<file path="config.mk">
export PLATFORM = sky130hd
export DESIGN_NAME = comparator_subsystem
export DESIGN_NICKNAME = d
export VERILOG_FILES = /design/src/cmp_pkg.sv /design/src/comparator_subsystem.sv /design/src/trip_filter.sv
export SDC_FILE = /design/constraint.sdc
export NUM_CORES = 1
export LEC_CHECK = 0
export ABC_AREA = 1
export ABC_CLOCK_PERIOD_IN_PS = 3300
export BUFFER_PORTS_ARGS = -buffer_cell sky130_fd_sc_hd__buf_2
export CAP_MARGIN = 10
export CELL_PAD_IN_SITES_DETAIL_PLACEMENT = 0
export CELL_PAD_IN_SITES_GLOBAL_PLACEMENT = 1
export CORE_UTILIZATION = 40
export CTS_CLUSTER_DIAMETER = 150
export DETAILED_ROUTE_END_ITERATION = 7
export GPL_TIMING_DRIVEN = 0
export PLACE_DENSITY_LB_ADDON = 0.1
export SLEW_MARGIN = 5
export SYNTH_ARGS = -nofsm -noshare
export SYNTH_HDL_FRONTEND = slang
export SYNTH_SLANG_ARGS = --single-unit
</file>
<file path="constraint.sdc">
create_clock -name CLK_IN -period 3.3 [get_ports CLK_IN]
set_input_delay 0.165 -clock CLK_IN [delete_from_list [all_inputs] [get_ports CLK_IN]]
set_output_delay 0.165 -clock CLK_IN [all_outputs]
set_load 0.005 [all_outputs]
</file>
<file path="src/cmp_pkg.sv">
// Constants shared by the comparator trip latch, filter and ramp logic
`default_nettype none
package cmp_pkg;
    // ------------------------------------------------------------
    // Register byte offsets
    // ------------------------------------------------------------
    localparam logic [7:0] OFF_STATUS = 8'h00;
    localparam logic [7:0] OFF_STS_CLR = 8'h04;
    localparam logic [7:0] OFF_FILT_CTRL = 8'h08;
    localparam logic [7:0] OFF_RAMP_START = 8'h0C;
    localparam logic [7:0] OFF_RAMP_STEP = 8'h10;
    localparam logic [7:0] OFF_DAC = 8'h14;
    localparam logic [7:0] OFF_IRQ_STS = 8'h18;
    localparam logic [7:0] OFF_IRQ_CLR = 8'h1C;
    localparam logic [7:0] OFF_IRQ_EN = 8'h20;
    // ------------------------------------------------------------
    // Field positions and widths
    // ------------------------------------------------------------
    localparam int STS_LATCH_BIT = 0;
    localparam int STS_FILT_BIT = 1;
    localparam int STS_RAMP_BIT = 2;
    localparam int PRE_LSB = 0;
    localparam int PRE_W = 8;
    localparam int THR_LSB = 8;
    localparam int THR_W = 5;
    localparam int INIT_BIT = 16;
    localparam int IRQ_TRIP_BIT = 0;
    localparam int IRQ_SYNC_BIT = 1;
    localparam int IRQ_W = 2;
    localparam int DAC_W = 16;
    // ------------------------------------------------------------
    // Reset values
    // ------------------------------------------------------------
    localparam logic [PRE_W-1:0] PRE_RST = 8'h01;
    localparam logic [THR_W-1:0] THR_RST = 5'h01;
    localparam logic [DAC_W-1:0] RAMP_START_RST = 16'hFFFF;
    localparam logic [DAC_W-1:0] RAMP_STEP_RST = 16'h0001;
    localparam logic [IRQ_W-1:0] IRQ_EN_RST = 2'h0;
endpackage
`default_nettype wire

</file>
<file path="src/comparator_subsystem.sv">
// Comparator subsystem: trip latch, ramp generator, AHB-Lite registers
`timescale 1ns/100ps
`default_nettype none
module comparator_subsystem #(
    parameter int WIN = 16 // Filter history depth
) (
    input wire logic CLK_IN, // Module clock, 50 MHz
    input wire logic RST_N_IN, // Synchronous reset, low
    input wire logic HSEL_IN, // AHB select
    input wire logic [31:0] HADDR_IN, // AHB address
    input wire logic [1:0] HTRANS_IN, // AHB transfer type
    input wire logic HWRITE_IN, // AHB write
    input wire logic [2:0] HSIZE_IN, // AHB size, word only
    input wire logic HREADY_IN, // AHB bus ready
    input wire logic [31:0] HWDATA_IN, // AHB write data
    output logic [31:0] HRDATA_OUT, // AHB read data
    output logic HREADYOUT_OUT, // AHB slave ready
    output logic HRESP_OUT, // AHB response, OKAY
    input wire logic COMP_HIGH_IN, // High comparator level
    input wire logic SYNC_IN, // period_sync_pulse
    output logic [cmp_pkg::DAC_W-1:0] DAC_VALUE_OUT, // Ramp DAC reference
    output logic TRIP_LATCH_OUT, // trip_latch state
    output logic IRQ_OUT // Interrupt level
);
    localparam int DW = cmp_pkg::DAC_W;
    localparam int IW = cmp_pkg::IRQ_W;

    logic wr_pend_reg;
    logic [7:0] wr_addr_reg;
    logic [31:0] rdata_reg;
    logic latch_reg;
    logic latch_next;
    logic run_reg;
    logic run_next;
    logic [DW-1:0] dac_reg;
    logic [DW-1:0] dac_next;
    logic [DW-1:0] start_reg;
    logic [DW-1:0] step_reg;
    logic [cmp_pkg::PRE_W-1:0] div_reg;
    logic [cmp_pkg::THR_W-1:0] thr_reg;
    logic [IW-1:0] irq_sts_reg;
    logic [IW-1:0] irq_en_reg;
    logic [IW-1:0] irq_clr;
    logic [IW-1:0] irq_ev;
    logic filt_out;
    logic filt_init;
    logic sts_clr;
    logic addr_ok;
    logic [31:0] status_word;

    // Data phase write hit on one register
    function automatic logic wr_hit(input logic pend, input logic [7:0] a,
                                    input logic [7:0] off);
        return pend && (a == off);
    endfunction

    // ------------------------------------------------------------
    // AHB-Lite slave
    // ------------------------------------------------------------
    // Zero wait states, always OKAY
    assign HREADYOUT_OUT = 1'b1;
    assign HRESP_OUT = 1'b0;
    assign HRDATA_OUT = rdata_reg;
    assign addr_ok = HSEL_IN && HTRANS_IN[1] && HREADY_IN;

    // Address phase capture for writes
    always_ff @(posedge CLK_IN)
    begin
        if (!RST_N_IN)
        begin
            wr_pend_reg <= 1'b0;
            wr_addr_reg <= 8'h00;
        end
        else
        begin
            wr_pend_reg <= addr_ok && HWRITE_IN;
            wr_addr_reg <= HADDR_IN[7:0];
        end
    end

    // Status word shows latch, live filter output, ramp state
    always_comb
    begin
        status_word = 32'h0000_0000;
        status_word[cmp_pkg::STS_LATCH_BIT] = latch_reg;
        status_word[cmp_pkg::STS_FILT_BIT] = filt_out;
        status_word[cmp_pkg::STS_RAMP_BIT] = run_reg;
    end

    // Read data registered at the address phase; unmapped reads zero
    always_ff @(posedge CLK_IN)
    begin
        if (!RST_N_IN)
            rdata_reg <= 32'h0000_0000;
        else if (addr_ok && !HWRITE_IN)
        begin
            case (HADDR_IN[7:0])
                cmp_pkg::OFF_STATUS: rdata_reg <= status_word;
                cmp_pkg::OFF_FILT_CTRL: rdata_reg <= {19'h00000, thr_reg, div_reg};
                cmp_pkg::OFF_RAMP_START: rdata_reg <= {16'h0000, start_reg};
                cmp_pkg::OFF_RAMP_STEP: rdata_reg <= {16'h0000, step_reg};
                cmp_pkg::OFF_DAC: rdata_reg <= {16'h0000, dac_reg};
                cmp_pkg::OFF_IRQ_STS: rdata_reg <= {30'h00000000, irq_sts_reg};
                cmp_pkg::OFF_IRQ_EN: rdata_reg <= {30'h00000000, irq_en_reg};
                default: rdata_reg <= 32'h0000_0000;
            endcase
        end
    end

    // Write strobes with side effects
    assign sts_clr = wr_hit(wr_pend_reg, wr_addr_reg, cmp_pkg::OFF_STS_CLR)
                     && HWDATA_IN[cmp_pkg::STS_LATCH_BIT];
    assign filt_init = wr_hit(wr_pend_reg, wr_addr_reg, cmp_pkg::OFF_FILT_CTRL)
                       && HWDATA_IN[cmp_pkg::INIT_BIT];
    assign irq_clr = wr_hit(wr_pend_reg, wr_addr_reg, cmp_pkg::OFF_IRQ_CLR)
                     ? HWDATA_IN[IW-1:0] : '0;

    // Configuration registers
    always_ff @(posedge CLK_IN)
    begin
        if (!RST_N_IN)
        begin
            div_reg <= cmp_pkg::PRE_RST;
            thr_reg <= cmp_pkg::THR_RST;
            start_reg <= cmp_pkg::RAMP_START_RST;
            step_reg <= cmp_pkg::RAMP_STEP_RST;
            irq_en_reg <= cmp_pkg::IRQ_EN_RST;
        end
        else
        begin
            if (wr_hit(wr_pend_reg, wr_addr_reg, cmp_pkg::OFF_FILT_CTRL))
            begin
                div_reg <= HWDATA_IN[cmp_pkg::PRE_LSB +: cmp_pkg::PRE_W];
                thr_reg <= HWDATA_IN[cmp_pkg::THR_LSB +: cmp_pkg::THR_W];
            end
            if (wr_hit(wr_pend_reg, wr_addr_reg, cmp_pkg::OFF_RAMP_START))
                start_reg <= HWDATA_IN[DW-1:0];
            if (wr_hit(wr_pend_reg, wr_addr_reg, cmp_pkg::OFF_RAMP_STEP))
                step_reg <= HWDATA_IN[DW-1:0];
            if (wr_hit(wr_pend_reg, wr_addr_reg, cmp_pkg::OFF_IRQ_EN))
                irq_en_reg <= HWDATA_IN[IW-1:0];
        end
    end

    // ------------------------------------------------------------
    // Filter and trip latch
    // ------------------------------------------------------------
    trip_filter #(
        .WIN(WIN)
    ) u_filter (
        .CLK_IN(CLK_IN),
        .RST_N_IN(RST_N_IN),
        .sample_in(COMP_HIGH_IN),
        .div_in(div_reg),
        .thr_in(thr_reg),
        .flush_in(filt_init),
        .out_out(filt_out)
    );

    // Clear wins this cycle; a filter still high sets it next cycle
    always_comb
    begin
        if (sts_clr || SYNC_IN)
            latch_next = 1'b0;
        else if (filt_out)
            latch_next = 1'b1;
        else
            latch_next = latch_reg;
    end

    always_ff @(posedge CLK_IN)
    begin
        if (!RST_N_IN)
            latch_reg <= 1'b0;
        else
            latch_reg <= latch_next;
    end

    assign TRIP_LATCH_OUT = latch_reg;

    // ------------------------------------------------------------
    // Ramp generator
    // ------------------------------------------------------------
    // Sync reloads and runs; latched trip stops and holds
    always_comb
    begin
        run_next = run_reg;
        dac_next = dac_reg;
        if (SYNC_IN)
        begin
            run_next = 1'b1;
            dac_next = start_reg;
        end
        else if (latch_reg)
            run_next = 1'b0;
        else if (run_reg)
            dac_next = (dac_reg > step_reg) ? dac_reg - step_reg : '0;
    end

    always_ff @(posedge CLK_IN)
    begin
        if (!RST_N_IN)
        begin
            run_reg <= 1'b0;
            dac_reg <= cmp_pkg::RAMP_START_RST;
        end
        else
        begin
            run_reg <= run_next;
            dac_reg <= dac_next;
        end
    end

    assign DAC_VALUE_OUT = dac_reg;

    // ------------------------------------------------------------
    // Interrupts
    // ------------------------------------------------------------
    // Sticky events; a new event beats a clear
    always_comb
    begin
        irq_ev = '0;
        irq_ev[cmp_pkg::IRQ_TRIP_BIT] = latch_next && !latch_reg;
        irq_ev[cmp_pkg::IRQ_SYNC_BIT] = SYNC_IN;
    end

    always_ff @(posedge CLK_IN)
    begin
        if (!RST_N_IN)
            irq_sts_reg <= '0;
        else
            irq_sts_reg <= (irq_sts_reg & ~irq_clr) | irq_ev;
    end

    assign IRQ_OUT = |(irq_sts_reg & irq_en_reg);
endmodule // comparator_subsystem
`default_nettype wire

</file>
<file path="src/trip_filter.sv">
// Digital vote filter that qualifies the comparator output
`timescale 1ns/100ps
`default_nettype none
module trip_filter #(
    parameter int WIN = 16 // Deepest sample history
) (
    input wire logic CLK_IN, // Module clock
    input wire logic RST_N_IN, // Synchronous reset, low
    input wire logic sample_in, // Raw comparator level
    input wire logic [cmp_pkg::PRE_W-1:0] div_in, // filter_sample_divider
    input wire logic [cmp_pkg::THR_W-1:0] thr_in, // filter_vote_threshold
    input wire logic flush_in, // Reinit pulse
    output logic out_out // Qualified level
);
    logic [cmp_pkg::PRE_W-1:0] div_cnt_reg;
    logic [WIN-1:0] hist_reg;
    logic [WIN-1:0] vld_reg;
    logic [WIN-1:0] hist_next;
    logic [WIN-1:0] vld_next;
    logic [WIN-1:0] m;
    logic tick;
    logic [cmp_pkg::PRE_W-1:0] div_eff;

    // Mask of the newest n+1 samples, bit 0 always set
    function automatic logic [WIN-1:0] low_mask(input logic [cmp_pkg::THR_W-1:0] n);
        logic [WIN-1:0] r;
        r = '0;
        for (int i = 0; i < WIN; i++)
            r[i] = (i <= int'(n)) || (i == 0);
        return r;
    endfunction

    // Sample strobe every divider cycles, zero acts as one
    assign div_eff = (div_in == '0) ? cmp_pkg::PRE_W'(1) : div_in;
    assign tick = (div_cnt_reg >= div_eff - cmp_pkg::PRE_W'(1));
    assign m = low_mask(thr_in);

    // History as it stands after this edge; one new sample per strobe
    assign hist_next = tick ? {hist_reg[WIN-2:0], sample_in} : hist_reg;
    assign vld_next = tick ? {vld_reg[WIN-2:0], 1'b1} : vld_reg;

    // Prescale counter, restarted by reinit
    always_ff @(posedge CLK_IN)
    begin
        if (!RST_N_IN || flush_in || tick)
            div_cnt_reg <= '0;
        else
            div_cnt_reg <= div_cnt_reg + cmp_pkg::PRE_W'(1);
    end

    // Sample history; reinit empties it
    always_ff @(posedge CLK_IN)
    begin
        if (!RST_N_IN || flush_in)
        begin
            hist_reg <= '0;
            vld_reg <= '0;
        end
        else
        begin
            hist_reg <= hist_next;
            vld_reg <= vld_next;
        end
    end

    // Output flips once threshold+1 valid samples agree
    // Votes on the history being written, so no extra cycle is spent after the last sample
    always_ff @(posedge CLK_IN)
    begin
        if (!RST_N_IN || flush_in)
            out_out <= 1'b0;
        else if ((vld_next & m) == m && (hist_next & m) == m)
            out_out <= 1'b1;
        else if ((vld_next & m) == m && (hist_next & m) == '0)
            out_out <= 1'b0;
    end
endmodule // trip_filter
`default_nettype wire

</file>
==> metrics <==
initial antenna violation count=0; Worst-path clk slew=60 ps; Synth area leaders=dfxtp_1, nand2_1, inv_1, nand3_1, a21oi_1; GRT Util Overall=roughly a quarter; r2r worst-path depth=23; CTS Buf Count=17; Post-synth top flop=dfxtp_1; worst-path fanout max=10; pin count of the biggest net entering global routing=17; Flop pwr share=42.9%; Max Cap Violations=0; total wire length=21,300 um; Reg area=0.00266 mm2; fill count=1,823; dpl hpwl=about 17,000 um; row cnt=48; Avg Inst Size Synth=~7 um2; Cell Area, Synth=0.00716 mm2; internal power=2940 uW; number of global-route vias before repair=6,349; total number of yosys warnings=0; Max Slew Vio Count=0; clk_lat worst skew=420 ps; Crit path arrival time=roughly 3500 ps; CP max stage cell=dfxtp_1; fmax=316 MHz; Routed wire per std cell=15.8 um; Die ar.=~0.018 mm2; Period minus WS final=between 3000 and 4000 ps; Top cell by count, worst path=nand2_1; library cells used by synthesis=47; Placeable Area=0.0174 mm2; flop-to-flop setup slack=140 ps; combinational power share=under 10%; commonest non-fill, non-tap cell in the layout=nand2_1; Max H-tree Level=4; Post-CTS Setup Inserts=0; Hold Crit Class=input pin to flop; Mapped Cells=1,001; synth-to-layout area growth=19.5%; Die W=about 140 um; Final Wtd Congestion=0.892; cell accounting for the most synthesized area=dfxtp_1; Critical Path End Type=flop; crit share post-route=95.8%; DR vias=6,780; cell breakdown of the critical path=nor2_2 > nand4_1 > o31ai_2 > inv_1 > ha_2 > nand3_2 > nor3_2 > xor2_1 > ha_1 > nand2_2 > nor2_4 > nor2_8 > nand2_4 > buf_6 > nand2_1 > nand3_1 > nand2_1 > nor2_1 > nand2_1 > nor2_2 > nand2_1 > nand2_1 > a21oi_1; register area share after synthesis=37.2%; outcome=completed; IO Pins=128; CTS Sinks=~130; WHS Path Cells=3; Pre-antenna DRT Iters=5; Setup TNS=0 ps; Longest Clk Path Bufs=2; final hold violation count=0; Die H=136 um; NetSw=918 uW; TritonCTS clock tree=done; CP Class=flop to flop; total congestion overflow=0; Peak VDD IR=0.000349 V; DR iter-0 viols=401; CP startpoint=div_reg[2]; Tot Pwr=3860 uW; CP endpoint=u_filter.out_out; switching part of the total=23.8%; Slew @ Worst Pin=between 600 and 700 ps; Worst Skew=just under 8 ps; setup violators final=0; #FFs+latches synth=between 100 and 150; clock network power share=49.3%; Synth top area share=a little under two fifths; Initial Util=41.1%; CP peak stage delay=roughly 350 ps; LEAKAGE=around 0.004 uW; WP data required=about 3600 ps; layout cell share with drive strength beyond 1=between 10% and 20%; Worst setup SP type=flop; Root Driver=clkbuf_16; RSZ-0062 raised after global routing=true; r2r endpoint=u_filter.out_out; commonest cells after routing, fill and taps aside=nand2_1, inv_1, dfxtp_1, nand3_1, a21oi_1; antenna cell count=0; Post-synth EDFFs=0; Final #Nets=1,213; final routed DRC violation total=0; Async SR Flop Fraction=0%; Antenna Nets Post-Route=0; worst rel slew slack=57.3%; area taken by multi-input logic gates=between 0.003 and 0.004 mm2; worst r2r src=div_reg[2]; first-pass GRT wire length=33,800 um; PD cells=451 mW/mm2; Vias/cell=between 5 and 6; # port buffers=65
## how the worst min path moves through the flow
| stage | startpoint | endpoint | slack, ps |
|---|---|---|---|
| detailed placement | HADDR_IN[6] | wr_addr_reg[6] | 370 |
| global route | HWDATA_IN[8] | thr_reg[0] | 7 |
| finish | HWDATA_IN[8] | thr_reg[0] | 8 |
| floorplan | HADDR_IN[0] | wr_addr_reg[0] | 260 |
| CTS | HWDATA_IN[8] | thr_reg[0] | 0.8 |
| global placement | HADDR_IN[7] | wr_addr_reg[7] | 360 |
## per-stage QoR
stage               instances  setup slack, ps  utilization (%)  instance area (um2)  hold WS, ps
global route             1348             -225             49.1                 8560         7.04
finish                   1348              137             49.1                 8560         7.73
CTS                      1348             10.2             49.0                 8530        0.801
global placement         1307            -72.3             44.9                 7830          362
detailed placement       1307            -58.3             44.9                 7830          365
floorplan                1017              470                -                 7220          258
## layer usage
layer	GRT usage (%)	vias to the layer above	share of wire, %
met3	4.98	15	4.1
met5	0	-	0
met4	5.18	0	0.90
li1	-	3516	-
met2	41.0	131	48
met1	31.1	3118	47
## power by group through the flow
| stage | clock, uW | sequential, uW | combinational (uW) |
|---|---|---|---|
| final | 1900 | 1650 | 302 |
| after global routing | 2010 | 1660 | 337 |
| after CTS | 1940 | 1650 | 303 |
| after detailed placement | 0 | 1690 | 294 |
| after global placement | 0 | 1690 | 294 |
| after floorplan | 0 | 1680 | 196 |
## worst max-delay path: cells and delay by family, from the launching register on
family,cells,cell delay (ps)
AO/OA/AOI/OAI,2,260
adder cells (fa/ha/maj),2,500
flip-flops,1,350
AND/OR/NAND/NOR,16,1490
buffers and inverters,2,270
XOR/XNOR,1,160
## cell families (layout without fill, tap and decap cells)
family | after synthesis | after routing | share of synthesized area [%]
AO/OA/AOI/OAI | 232 | 232 | 19.4
adder cells (fa/ha/maj) | 27 | 27 | 4.82
buffers and inverters | 206 | 312 | 12.5
flip-flops | 133 | 133 | 37.2
other | 2 | 18 | 0.105
AND/OR/NAND/NOR | 383 | 383 | 23.8
XOR/XNOR | 18 | 18 | 2.20
## layout make-up
class,count,area share [%]
Buffer,57,4.15
Sequential cell,133,31.1
Clock inverter,9,1.17
Multi-Input combinational cell,678,43.2
Timing Repair Buffer,74,4.85
Tap cell,225,3.29
Inverter,149,6.54
Clock buffer,23,5.70
## Yosys cell counts (15+ instances only)
library cell / count
buf_4: 25
o22ai_1: 26
ha_1: 26
inv_1: 144
o211ai_1: 23
nor2_1: 63
o21ai_0: 55
clkbuf_1: 23
dfxtp_1: 133
o221ai_1: 15
nand3_1: 84
a21oi_1: 82
nand2_1: 196
## repair_timing
item / CTS / global route
pin swaps: 3 / 2
hold buffers: 9 / 0
setup endpoints to repair: 1 / 1
endpoints found under the hold margin: 8 / 0
resized for setup: 10 / 8
(Power assumes the default switching activity.)
